`src/design/cwc_defs.svh`:
```
/*
 * Constants of the clock warm-up counter: register offsets, field
 * positions, reset values, mode encodings and timing figures.
 * Assumes inclusion by bare name from the package and the checker.
 */
`ifndef CWC_DEFS_SVH
`define CWC_DEFS_SVH

// register offsets on the plain register port
`define CWC_ADDR_W 4
`define CWC_OFS_LOWER_CTRL 4'h0
`define CWC_OFS_UPPER_CTRL 4'h1
`define CWC_OFS_CMP_LOW 4'h2
`define CWC_OFS_CMP_HIGH 4'h3
`define CWC_OFS_SYS_CTRL 4'h4
`define CWC_OFS_COUNT_LOW 4'h5
`define CWC_OFS_COUNT_HIGH 4'h6
`define CWC_OFS_IRQ_STATUS 4'h7
`define CWC_OFS_IRQ_MASK 4'h8

// upper_timer_ctrl fields
`define CWC_UP_MODE_LSB 0
`define CWC_UP_MODE_MSB 2
`define CWC_UP_RUN_BIT 3
`define CWC_UP_OUT_BIT 7
`define CWC_MODE_WARMUP 3'h5

// lower_timer_ctrl fields
`define CWC_LO_CASC_LSB 0
`define CWC_LO_CASC_MSB 1
`define CWC_LO_SRC_LSB 4
`define CWC_LO_SRC_MSB 6
`define CWC_LO_OUT_BIT 7
`define CWC_CASC_16BIT 2'h3
`define CWC_SRC_SLOW 3'h4
`define CWC_SRC_FAST 3'h6

// system_ctrl_two fields
`define CWC_SYS_CLK_SEL_BIT 5
`define CWC_SYS_SLOW_EN_BIT 6
`define CWC_SYS_FAST_EN_BIT 7

// reset values
`define CWC_RST_LOWER_CTRL 8'h00
`define CWC_RST_UPPER_CTRL 8'h00
`define CWC_RST_CMP 8'h00
`define CWC_RST_SYS_CTRL 8'h80
`define CWC_RST_IRQ 8'h00
`define CWC_RST_COUNT 16'h0000

// interrupt status / mask bit
`define CWC_IRQ_MATCH_BIT 0

// warm-up figures: source ticks and expected times
`define CWC_CMP_MIN 16'h0100
`define CWC_CMP_MAX 16'hff00
`define CWC_SLOW_MIN_US 7810
`define CWC_SLOW_MAX_US 1990000
`define CWC_FAST_MIN_NS 16000
`define CWC_FAST_MAX_NS 4080000

// system clock
`define CWC_CLOCK_PERIOD_NS 25

`endif

```
`src/design/cwc_pkg.sv`:
```
/*
 * Types of the clock warm-up counter.
 * Assumes cwc_defs.svh is on the include path.
 */
package cwc_pkg;
   `include "cwc_defs.svh"

   // run state of the cascaded pair
   typedef enum logic [0:0] {
      CWC_STOPPED = 1'b0,
      CWC_COUNTING = 1'b1
   } cwc_run_type;

   // counting source decoded from lower_timer_ctrl
   typedef enum logic [1:0] {
      CWC_SRC_NONE_SEL = 2'b00,
      CWC_SRC_SLOW_SEL = 2'b01,
      CWC_SRC_FAST_SEL = 2'b10
   } cwc_src_type;
endpackage

```
`src/design/cwc_warmup_counter.sv`:
```
/*
 * Warm-up counter of two cascaded 8-bit timers forming a 16-bit
 * up-counter, with its control, compare, system clock control and
 * interrupt registers behind a plain register port.
 * Assumes slow_clock and fast_clock arrive as pins from outside this
 * clock domain, each much slower than clock, and a register master
 * that never issues read and write strobes together.
 */
// Chosen here: the plain strobed port and the register offsets.
// Notes on behaviour
// - run bit starts count; match clears, interrupts
// - slow mode: 0100H about 7.81 ms
// - fast mode: 0100H 16 us, FF00H 4.08 ms
// - upper control 05H: warm-up mode, stopped
// - lower control 43H: slow source, cascade
// - upper control bit 3 runs the pair
// - system control bit 5 selects clock
// - system control bits 7, 6 enable oscillators
// - compare uses only upper eight bits
`timescale 1ns/1ps

module cwc_warmup_counter #(
   parameter int DATA_W = 8, // register data width
   parameter int SYNC_STAGES = 3 // pin synchroniser depth
) (
   input wire logic clock, // 40 MHz system clock
   input wire logic rstn, // asynchronous reset, active low
   input wire logic [`CWC_ADDR_W-1:0] reg_addr, // register address
   input wire logic [DATA_W-1:0] reg_wdata, // register write data
   input wire logic reg_wr, // write strobe
   input wire logic reg_rd, // read strobe
   output logic [DATA_W-1:0] reg_rdata, // read data, cycle after rd
   input wire logic slow_clock, // low-frequency clock pin
   input wire logic fast_clock, // high-frequency clock pin
   output logic pair_match_irq, // one-cycle match pulse
   output logic irq, // level interrupt, masked status
   output logic sys_clk_slow_sel, // system clock from slow osc
   output logic fast_osc_en, // fast oscillator enable
   output logic slow_osc_en, // slow oscillator enable
   output logic upper_out_flop, // upper timer output flop
   output logic lower_out_flop, // lower timer output flop
   output logic pair_running // pair is counting
);
   import cwc_pkg::*;

   // the logic below is written for byte registers and a 3-flop sync
   generate
      if (DATA_W != 8) begin : g_bad_data_w
         $error("cwc_warmup_counter: DATA_W must be 8");
      end
      if (SYNC_STAGES != 3) begin : g_bad_sync
         $error("cwc_warmup_counter: SYNC_STAGES must be 3");
      end
   endgenerate

   // expected warm-up lengths in system clock cycles, for reference
   localparam longint SLOW_MIN_CYC =
      (longint'(`CWC_SLOW_MIN_US) * 1000) / `CWC_CLOCK_PERIOD_NS;
   localparam longint FAST_MIN_CYC =
      (longint'(`CWC_FAST_MIN_NS) + `CWC_CLOCK_PERIOD_NS - 1)
      / `CWC_CLOCK_PERIOD_NS;
   localparam longint FAST_MAX_CYC =
      longint'(`CWC_FAST_MAX_NS) / `CWC_CLOCK_PERIOD_NS;

   ////////////////////////////////////////////////////////////////////
   // registers
   logic [DATA_W-1:0] upper_timer_ctrl;
   logic [DATA_W-1:0] lower_timer_ctrl;
   logic [DATA_W-1:0] compare_low_byte;
   logic [DATA_W-1:0] compare_high_byte;
   logic [DATA_W-1:0] system_ctrl_two;
   logic [DATA_W-1:0] irq_status;
   logic [DATA_W-1:0] irq_mask;
   logic [15:0] count;
   cwc_run_type run_state;
   cwc_run_type next_run_state;

   // decoded write strobes
   function automatic logic wr_hit(input logic [`CWC_ADDR_W-1:0] a,
                                   input logic [`CWC_ADDR_W-1:0] ofs);
      wr_hit = (a == ofs);
   endfunction

   logic wr_upper;
   logic wr_lower;
   logic wr_cmp_low;
   logic wr_cmp_high;
   logic wr_sys;
   logic wr_status;
   logic wr_mask;

   // strobe decode
   always_comb begin
      wr_upper = reg_wr && wr_hit(reg_addr, `CWC_OFS_UPPER_CTRL);
      wr_lower = reg_wr && wr_hit(reg_addr, `CWC_OFS_LOWER_CTRL);
      wr_cmp_low = reg_wr && wr_hit(reg_addr, `CWC_OFS_CMP_LOW);
      wr_cmp_high = reg_wr && wr_hit(reg_addr, `CWC_OFS_CMP_HIGH);
      wr_sys = reg_wr && wr_hit(reg_addr, `CWC_OFS_SYS_CTRL);
      wr_status = reg_wr && wr_hit(reg_addr, `CWC_OFS_IRQ_STATUS);
      wr_mask = reg_wr && wr_hit(reg_addr, `CWC_OFS_IRQ_MASK);
   end

   // upper control: mode, run bit and out flop
   always_ff @(posedge clock or negedge rstn) begin
      if (!rstn) begin
         upper_timer_ctrl <= `CWC_RST_UPPER_CTRL;
      end else if (wr_upper) begin
         upper_timer_ctrl <= reg_wdata;
      end
   end

   // lower control: source select, cascade and out flop
   always_ff @(posedge clock or negedge rstn) begin
      if (!rstn) begin
         lower_timer_ctrl <= `CWC_RST_LOWER_CTRL;
      end else if (wr_lower) begin
         lower_timer_ctrl <= reg_wdata;
      end
   end

   // compare bytes; the low byte is stored but never compared
   always_ff @(posedge clock or negedge rstn) begin
      if (!rstn) begin
         compare_low_byte <= `CWC_RST_CMP;
         compare_high_byte <= `CWC_RST_CMP;
      end else begin
         if (wr_cmp_low) begin
            compare_low_byte <= reg_wdata;
         end
         if (wr_cmp_high) begin
            compare_high_byte <= reg_wdata;
         end
      end
   end

   // system control: clock select and oscillator enables
   always_ff @(posedge clock or negedge rstn) begin
      if (!rstn) begin
         system_ctrl_two <= `CWC_RST_SYS_CTRL;
      end else if (wr_sys) begin
         system_ctrl_two <= reg_wdata;
      end
   end

   // system clock and oscillator controls straight from the register
   always_comb begin
      sys_clk_slow_sel = system_ctrl_two[`CWC_SYS_CLK_SEL_BIT];
      fast_osc_en = system_ctrl_two[`CWC_SYS_FAST_EN_BIT];
      slow_osc_en = system_ctrl_two[`CWC_SYS_SLOW_EN_BIT];
      upper_out_flop = upper_timer_ctrl[`CWC_UP_OUT_BIT];
      lower_out_flop = lower_timer_ctrl[`CWC_LO_OUT_BIT];
   end

   ////////////////////////////////////////////////////////////////////
   // pin synchronisers for the two source clocks
   logic [1:0] pin_in;
   logic [1:0] sync_a;
   logic [1:0] sync_b;
   logic [1:0] sync_c;
   logic [1:0] pin_level;
   logic [1:0] pin_rise;

   assign pin_in = {fast_clock, slow_clock};

   // stage a is read only by stage b
   genvar gi;
   generate
      for (gi = 0; gi < 2; gi++) begin : g_sync
         always_ff @(posedge clock or negedge rstn) begin
            if (!rstn) begin
               sync_a[gi] <= 1'b0;
               sync_b[gi] <= 1'b0;
               sync_c[gi] <= 1'b0;
            end else begin
               sync_a[gi] <= pin_in[gi];
               sync_b[gi] <= sync_a[gi];
               sync_c[gi] <= sync_b[gi];
            end
         end

         // a change counts once stages b and c agree
         always_ff @(posedge clock or negedge rstn) begin
            if (!rstn) begin
               pin_level[gi] <= 1'b0;
            end else if (sync_b[gi] == sync_c[gi]) begin
               pin_level[gi] <= sync_c[gi];
            end
         end

         assign pin_rise[gi] = (sync_b[gi] == sync_c[gi]) &&
                               sync_c[gi] && !pin_level[gi];
      end
   endgenerate

   ////////////////////////////////////////////////////////////////////
   // source decode and counting
   cwc_src_type src_sel;
   logic src_tick;
   logic warmup_mode;
   logic match;

   // source select; unlisted codes give no ticks at all
   always_comb begin
      case (lower_timer_ctrl[`CWC_LO_SRC_MSB:`CWC_LO_SRC_LSB])
         `CWC_SRC_SLOW: src_sel = CWC_SRC_SLOW_SEL;
         `CWC_SRC_FAST: src_sel = CWC_SRC_FAST_SEL;
         default: src_sel = CWC_SRC_NONE_SEL;
      endcase
   end

   // one tick per rising edge of the chosen source
   always_comb begin
      case (src_sel)
         CWC_SRC_SLOW_SEL: src_tick = pin_rise[0];
         CWC_SRC_FAST_SEL: src_tick = pin_rise[1];
         default: src_tick = 1'b0;
      endcase
   end

   // pair only counts as warm-up counter when both halves agree
   assign warmup_mode =
      (upper_timer_ctrl[`CWC_UP_MODE_MSB:`CWC_UP_MODE_LSB] ==
       `CWC_MODE_WARMUP) &&
      (lower_timer_ctrl[`CWC_LO_CASC_MSB:`CWC_LO_CASC_LSB] ==
       `CWC_CASC_16BIT);

   // run state follows the run bit and warm-up mode; bit 3 starts only in warm-up mode, and either one stops
   always_comb begin
      case (run_state)
         CWC_STOPPED: begin
            if (upper_timer_ctrl[`CWC_UP_RUN_BIT] && warmup_mode) begin
               next_run_state = CWC_COUNTING;
            end else begin
               next_run_state = CWC_STOPPED;
            end
         end
         CWC_COUNTING: begin
            if (!upper_timer_ctrl[`CWC_UP_RUN_BIT] || !warmup_mode) begin
               next_run_state = CWC_STOPPED;
            end else begin
               next_run_state = CWC_COUNTING;
            end
         end
         default: next_run_state = CWC_STOPPED;
      endcase
   end

   always_ff @(posedge clock or negedge rstn) begin
      if (!rstn) begin
         run_state <= CWC_STOPPED;
      end else begin
         run_state <= next_run_state;
      end
   end

   assign pair_running = (run_state == CWC_COUNTING);

   // low byte ignored: match fires on reaching high byte x 256 ticks,
   // so a compare high byte of zero never matches
   assign match = pair_running && (compare_high_byte != 8'h00) &&
                  (count[15:8] == compare_high_byte);

   // up-counter; clears on match, holds while stopped
   always_ff @(posedge clock or negedge rstn) begin
      if (!rstn) begin
         count <= `CWC_RST_COUNT;
      end else if (match) begin
         count <= `CWC_RST_COUNT;
      end else if (pair_running && src_tick) begin
         count <= count + 16'h0001;
      end
   end // no change while stopped

   ////////////////////////////////////////////////////////////////////
   // interrupt request, sticky status and mask

   // match is a single cycle because the count clears on it
   always_ff @(posedge clock or negedge rstn) begin
      if (!rstn) begin
         pair_match_irq <= 1'b0;
      end else begin
         pair_match_irq <= match;
      end
   end

   // write one to clear; a match in the same cycle wins
   always_ff @(posedge clock or negedge rstn) begin
      if (!rstn) begin
         irq_status <= `CWC_RST_IRQ;
      end else begin
         if (wr_status) begin
            irq_status <= irq_status & ~reg_wdata;
         end
         if (match) begin
            irq_status[`CWC_IRQ_MATCH_BIT] <= 1'b1;
         end
      end
   end

   always_ff @(posedge clock or negedge rstn) begin
      if (!rstn) begin
         irq_mask <= `CWC_RST_IRQ;
      end else if (wr_mask) begin
         irq_mask <= reg_wdata;
      end
   end

   assign irq = |(irq_status & irq_mask);

   ////////////////////////////////////////////////////////////////////
   // read path: data stand in the cycle after the strobe only
   logic [DATA_W-1:0] next_rdata;

   always_comb begin
      next_rdata = '0;
      if (reg_rd) begin
         case (reg_addr)
            `CWC_OFS_LOWER_CTRL: next_rdata = lower_timer_ctrl;
            `CWC_OFS_UPPER_CTRL: next_rdata = upper_timer_ctrl;
            `CWC_OFS_CMP_LOW: next_rdata = compare_low_byte;
            `CWC_OFS_CMP_HIGH: next_rdata = compare_high_byte;
            `CWC_OFS_SYS_CTRL: next_rdata = system_ctrl_two;
            `CWC_OFS_COUNT_LOW: next_rdata = count[7:0];
            `CWC_OFS_COUNT_HIGH: next_rdata = count[15:8];
            `CWC_OFS_IRQ_STATUS: next_rdata = irq_status;
            `CWC_OFS_IRQ_MASK: next_rdata = irq_mask;
            default: next_rdata = '0;
         endcase
      end
   end

   always_ff @(posedge clock or negedge rstn) begin
      if (!rstn) begin
         reg_rdata <= '0;
      end else begin
         reg_rdata <= next_rdata;
      end
   end

endmodule

```
`config.mk`:
```
export PLATFORM = sky130hd
export DESIGN_NAME = cwc_warmup_counter
export DESIGN_NICKNAME = d
export VERILOG_FILES = /design/src/design/cwc_pkg.sv /design/src/design/cwc_warmup_counter.sv
export VERILOG_INCLUDE_DIRS = /design/src /design/src/design
export SDC_FILE = /design/constraint.sdc
export NUM_CORES = 1
export LEC_CHECK = 0
export BUFFER_PORTS_ARGS = -buffer_cell sky130_fd_sc_hd__buf_2
export CORE_ASPECT_RATIO = 0.75
export CORE_MARGIN = 8
export CORE_UTILIZATION = 62
export CTS_CLUSTER_DIAMETER = 120
export DETAILED_ROUTE_END_ITERATION = 10
export PLACE_DENSITY = 0.82
export SLEW_MARGIN = 20
export SYNTH_ARGS = -nofsm -noshare
export SYNTH_HDL_FRONTEND = slang
export SYNTH_SLANG_ARGS = --single-unit
```
`constraint.sdc`:
```
create_clock -name clock -period 5 [get_ports clock]
set_clock_uncertainty 0.15 [all_clocks]
set_input_delay 0.5 -clock clock [delete_from_list [all_inputs] [get_ports clock]]
set_output_delay 0.5 -clock clock [all_outputs]
set_load 0.05 [all_outputs]
```
Word level (Yosys, flattened, before mapping)
Index checks and enable logic that the tools add are counted.
- register bits: 90
- bits of input ports: 18
- word-level logic and storage cells: 79
- $add $sub $neg: 1
- equal/unequal tests: 17
- muxes and demuxes: 11
- bitwise logic cells: 4
- reduce and logical (&&, ||, !) cells: 26
- operator list (kind ; count):
    $pmux W8 S9 ; 1
    $mux W16 ; 2
    $add A16 B1 Y16 const B ; 1
    $and A8 B8 Y8 ; 2
    $eq A4 B3 Y1 const B ; 4
    $logic_and A1 B1 Y1 ; 16
    $eq A3 B3 Y1 const B ; 3
    $eq A4 B2 Y1 const B ; 2
    $eq A8 B8 Y1 ; 1
    $mux W8 ; 1
    $not A8 Y8 ; 1
    $reduce_bool A8 Y1 ; 1
    $reduce_or A8 Y1 ; 1
    $eq A2 B2 Y1 const B ; 2
    $eq A4 B1 Y1 const B ; 1
    $eq A4 B4 Y1 const B ; 1
    $logic_not A1 Y1 ; 4
    $logic_not A4 Y1 ; 1
    $mux W1 ; 4
    $pmux W1 S2 ; 2
    $pmux W2 S2 ; 1
    $reduce_bool A2 Y1 ; 2
    $eq A1 B1 Y1 ; 2
    $eq A2 B1 Y1 const B ; 1
    other kinds (2) ; 2

Longest topological paths before layout
- word-level depth: 7
- depth in mapped cells: 8
- mapped depth without buffers: 7

Worst setup path before layout
Ideal clock, no wire load.
- path type: register to register
- from: register lower_timer_ctrl[5]
- to: register count[13]
- library setup time: 79 ps
- data arrival time: 2065 ps
- required time: 4771 ps
- path slack: 2706 ps
- cell stages (with the launch flop): 7
- path buffers: 0
- period minus slack after synthesis: 2294 ps
- cells stage by stage: dfrtp_1 > nor3b_1 > ha_1 > nand2b_1 > a2111o_1 > or4_1 > a21oi_1
- longest elaborated chain between the ends: 6
- elaborated cells on any way between the ends: 8
- those cells by class: eq/ne (4); mux (2); reduce/logical (2)
- ends and longest elaborated chain (item ; line ; source):
    from (decl) ; cwc_warmup_counter.sv:68 ; logic [DATA_W-1:0] lower_timer_ctrl;
    from (signal assigned) ; cwc_warmup_counter.sv:115 ; lower_timer_ctrl <= `CWC_RST_LOWER_CTRL;
    from (signal assigned) ; cwc_warmup_counter.sv:117 ; lower_timer_ctrl <= reg_wdata;
    $eq A3 B3 Y1 ; cwc_warmup_counter.sv:204 ; case (lower_timer_ctrl[`CWC_LO_SRC_MSB:`CWC_LO_SRC_LSB])
    $pmux W2 S2 * ; cwc_warmup_counter.sv:204 ;
    $eq A2 B2 Y1 or $eq A2 B1 Y1 (tied branches) ; cwc_warmup_counter.sv:213 ; case (src_sel)
    $pmux W1 S2 * ; cwc_warmup_counter.sv:213 ;
    $logic_and A1 B1 Y1 * ; cwc_warmup_counter.sv:269 ; end else if (pair_running && src_tick) begin
    $reduce_bool A2 Y1 (no line) * ; n/a ;
    to (signal assigned) ; cwc_warmup_counter.sv:266 ; count <= `CWC_RST_COUNT;
    to (signal assigned) ; cwc_warmup_counter.sv:268 ; count <= `CWC_RST_COUNT;
    to (signal assigned) ; cwc_warmup_counter.sv:270 ; count <= count + 16'h0001;
    to (decl) ; cwc_warmup_counter.sv:74 ; logic [15:0] count;
Mark *: on every way between the ends. The rest lies on a longest branch, timed or not.
A chain may end at the register's enable or synchronous reset.

Worst setup path after layout
Same ends and word-level chain as after synthesis.

==> results.md <==
* Initial DRC Count at 304
* Hold Buf Count CTS at 0
* Net Sw Frac at 28.5%
* CTS buffer count at 9
* Gr ovfl total at 0
* Leakage power at 2.08 nW
* DRC at 0
* Final Cell Area at 4810 sq um
* Yosys warns at 0
* Total power at 1.66 mW
* Power density over the cells at 345 nW/um^2
* Share of the synthesized area in the top cell type at 50.2%
* Critical-path cell list: nor3b_1, ha_1, nand3b_1, a2111o_1, or4_1, a21oi_1
* I/O Buffers at 33
* Status: completed
* RSZ-0062 raised after global routing: false
* Initial antenna violation count at 0
* Hold Path Class: input port to async pin
* Largest area contributor in the netlist: dfrtp_1
* Rows at 26
* Crit path max-delay cell type: a2111o_1
* CP Data Required Time at 5.14 ns
* Tot GR Track Use at 22.0%
* Critical Path AT at 2.78 ns
* Post-route ant nets at 0
* Seq/Total Area, Yosys at 50.8%
* Mean Syn Cell Area at 12.4 sq um
* Antenna cells at 0
* Final hold violations at 0
* Worst setup SP type: flop
* Core area at 6860 sq um
* Setup TNS at 0 ns
* CTS sink cnt at 90
* CTS tree: built
* Largest cells by area after synthesis: dfrtp_1 50%, mux2_2 14%, mux4_2 3.6%
* Die Ht at 89.3 um
* Largest net degree at the start of global routing at 91
* Critical Path End Type: flop
* Internal at 1.19 mW
* Synthesized Nets at 381
* Max-cap violations at 0
* Gate Count Post-Synth at 358
* CP Max Fanout at 11
* Largest stage delay, worst path at 0.55 ns
* CTS H-tree lvls at 3
* Via count at 3108
* EDFF count, synth at 0
* Final setup viols at 0
* Worst r2r src: lower_timer_ctrl[5]
* Post-placement setup slack at 2.40 ns
* Net switching power of the design at 0.473 mW
* Synth unique cells at 55
* Slew headroom at 31.1%
* IO Count at 34
* Final worst slack at 2.35 ns
* Inst Count DP at 471
* Critical path class: flop to flop
* Clk buf depth at 2
* Transition time of the tightest slew-check pin at 1.03 ns
* Max-slew violations at 0
* Clk_lat worst skew at 0.37 ns
* Vias in the first global route at 3034
* Hold WS at 0.0482 ns
* Combinational power share at 18.9%
* Die span in x at 114 um
* Postcts setup bufs at 0
* Nets at 407
* Final Core Density at 70.0%
* Worst vdd ir at 0.253 mV
* Dpl cell area at 4630 sq um
* Routed len/inst at 21.4 um
* Sequential share of power at 54.7%
* Syn Std Cell Area at 4440 sq um
* Final non-filler cell total at 487
* Post_cts resized at 0
* First-pass GRT wire length at 16800 um
* DP HPWL at 7390 um
* Gp weighted congestion at 0.916
* Clock power share at 26.4%
* Syn-to-layout area delta at 8.29%
* Async SR Flop Fraction at 100%
* Vias per cell at 6.38
* DR pass1 iterations at 5
* Primary FF master, synth: dfrtp_1
* Die ar. at 10200 sq um
* Critical Path Start: lower_timer_ctrl[5]
* Clk slew on worst S/H paths at 0.08 ns
* Fillers at 493
* Period utilization at 52.9%
* Tmin final at 2.65 ns
* Root Driver: clkbuf_8
* F_max at 0.378 GHz
* #FFs+latches synth at 90
* Share of cells above drive strength 1 at 28.8%
* Initial core utilization at 64.7%
* Post-Route WL at 10400 um
logic make-up after synthesis:
logic type / Yosys count / share of synthesized area [%]
and+or+nand+nor: 80 / 9.92
adders and majority gates: 5 / 1.41
DFF: 90 / 50.8
xor gates and xnor gates: 17 / 3.35
AOI/OAI and AO/OA: 66 / 11.1
muxes: 74 / 20.6
buffers and inverters: 26 / 2.85
Yosys cell counts, types with 3 or more instances:
master,number
dfrtp_1,89
mux2_2,55
nor2_1,16
xnor2_1,16
a21oi_1,15
nand2_1,15
mux2i_1,11
nand3_1,10
buf_2,8
inv_1,8
a21boi_0,7
mux4_2,7
and3_1,6
o21ai_0,6
a2111oi_0,5
a211oi_1,5
a22oi_1,5
buf_4,5
clkbuf_1,5
ha_1,5
nand4_1,5
nand4b_1,4
nor2b_1,4
nand2b_1,3
nand3b_1,3
layout make-up:
| type | instances | area, sq um | share of cell area [%] |
|---|---|---|---|
| repair buffers | 33 | 171 | 3.57 |
| well taps | 98 | 123 | 2.55 |
| clock buffers | 16 | 170 | 3.54 |
| flip-flops and latches | 90 | 2250 | 46.9 |
| inverters | 8 | 30.0 | 0.625 |
| multi-input cells | 242 | 2060 | 42.8 |
path summary, 6_finish.rpt:
| check | endpoint | slack [ns] | cells after the start |
|---|---|---|---|
| worst max-delay path | count[13] | 2.35 | 6 |
| worst max register to register | count[13] | 2.35 | 6 |
| min in group clock | sync_a[0] | 0.09 | 1 |
| worst min-delay path | pair_match_irq | 0.05 | 1 |
| worst min register to register | sync_b[1] | 0.20 | 0 |
| max in group asynchronous | compare_low_byte[4] | 4.11 | 1 |
flip-flops by register name, summed over array words and instances, names as in the netlist:
| signal | count |
|---|---|
| irq_mask | 8 |
| system_ctrl_two | 8 |
| sync_a | 2 |
| count | 16 |
| pair_running | 1 |
| sync_b | 2 |
| reg_rdata | 8 |
| irq_status | 8 |
| compare_high_byte | 8 |
| compare_low_byte | 8 |
| pair_match_irq | 1 |
| pin_level | 2 |
| lower_timer_ctrl | 8 |
| upper_timer_ctrl | 8 |
| sync_c | 2 |
worst max-delay path: cells and delay by family, from the launching register on:
| kind | cells | cell delay (ns) |
|---|---|---|
| adders and majority gates | 1 | 0.22 |
| AOI/OAI and AO/OA | 2 | 0.70 |
| DFF | 1 | 0.42 |
| and+or+nand+nor | 3 | 1.08 |
power groups by stage:
stage,logic (mW),registers [mW],clock network [mW]
5_1_grt,0.337,0.919,0.483
4_1_cts,0.314,0.905,0.452
2_1_floorplan,0.190,0.938,0
3_5_place_dp,0.312,0.918,0
3_3_place_gp,0.301,0.912,0
6_report,0.314,0.907,0.438
cells in the final DEF (no fill, tap or decap), types with 5 or more instances in the layout:
master	instances
a211oi_1	5
buf_2	32
clkbuf_1	5
clkbuf_8	11
mux4_2	7
nor2_1	16
nand4_1	5
mux2i_1	11
inv_1	8
xnor2_1	16
o21ai_0	6
ha_1	5
a2111oi_0	5
dfrtp_1	89
and3_1	6
a21oi_1	15
a21boi_0	7
nand2_1	15
a22oi_1	5
mux2_2	55
nand3_1	10
metal layers:
layer / global-route usage, % / vias up / part of all wire (%)
met1: 31.3 / 1565 / 46
met5: 0 / - / 0
li1: - / 1392 / -
met4: 7.23 / 0 / 1.3
met3: 6.01 / 15 / 7.8
met2: 31.9 / 136 / 45
Note: power is estimated with default switching activity, not from simulation.
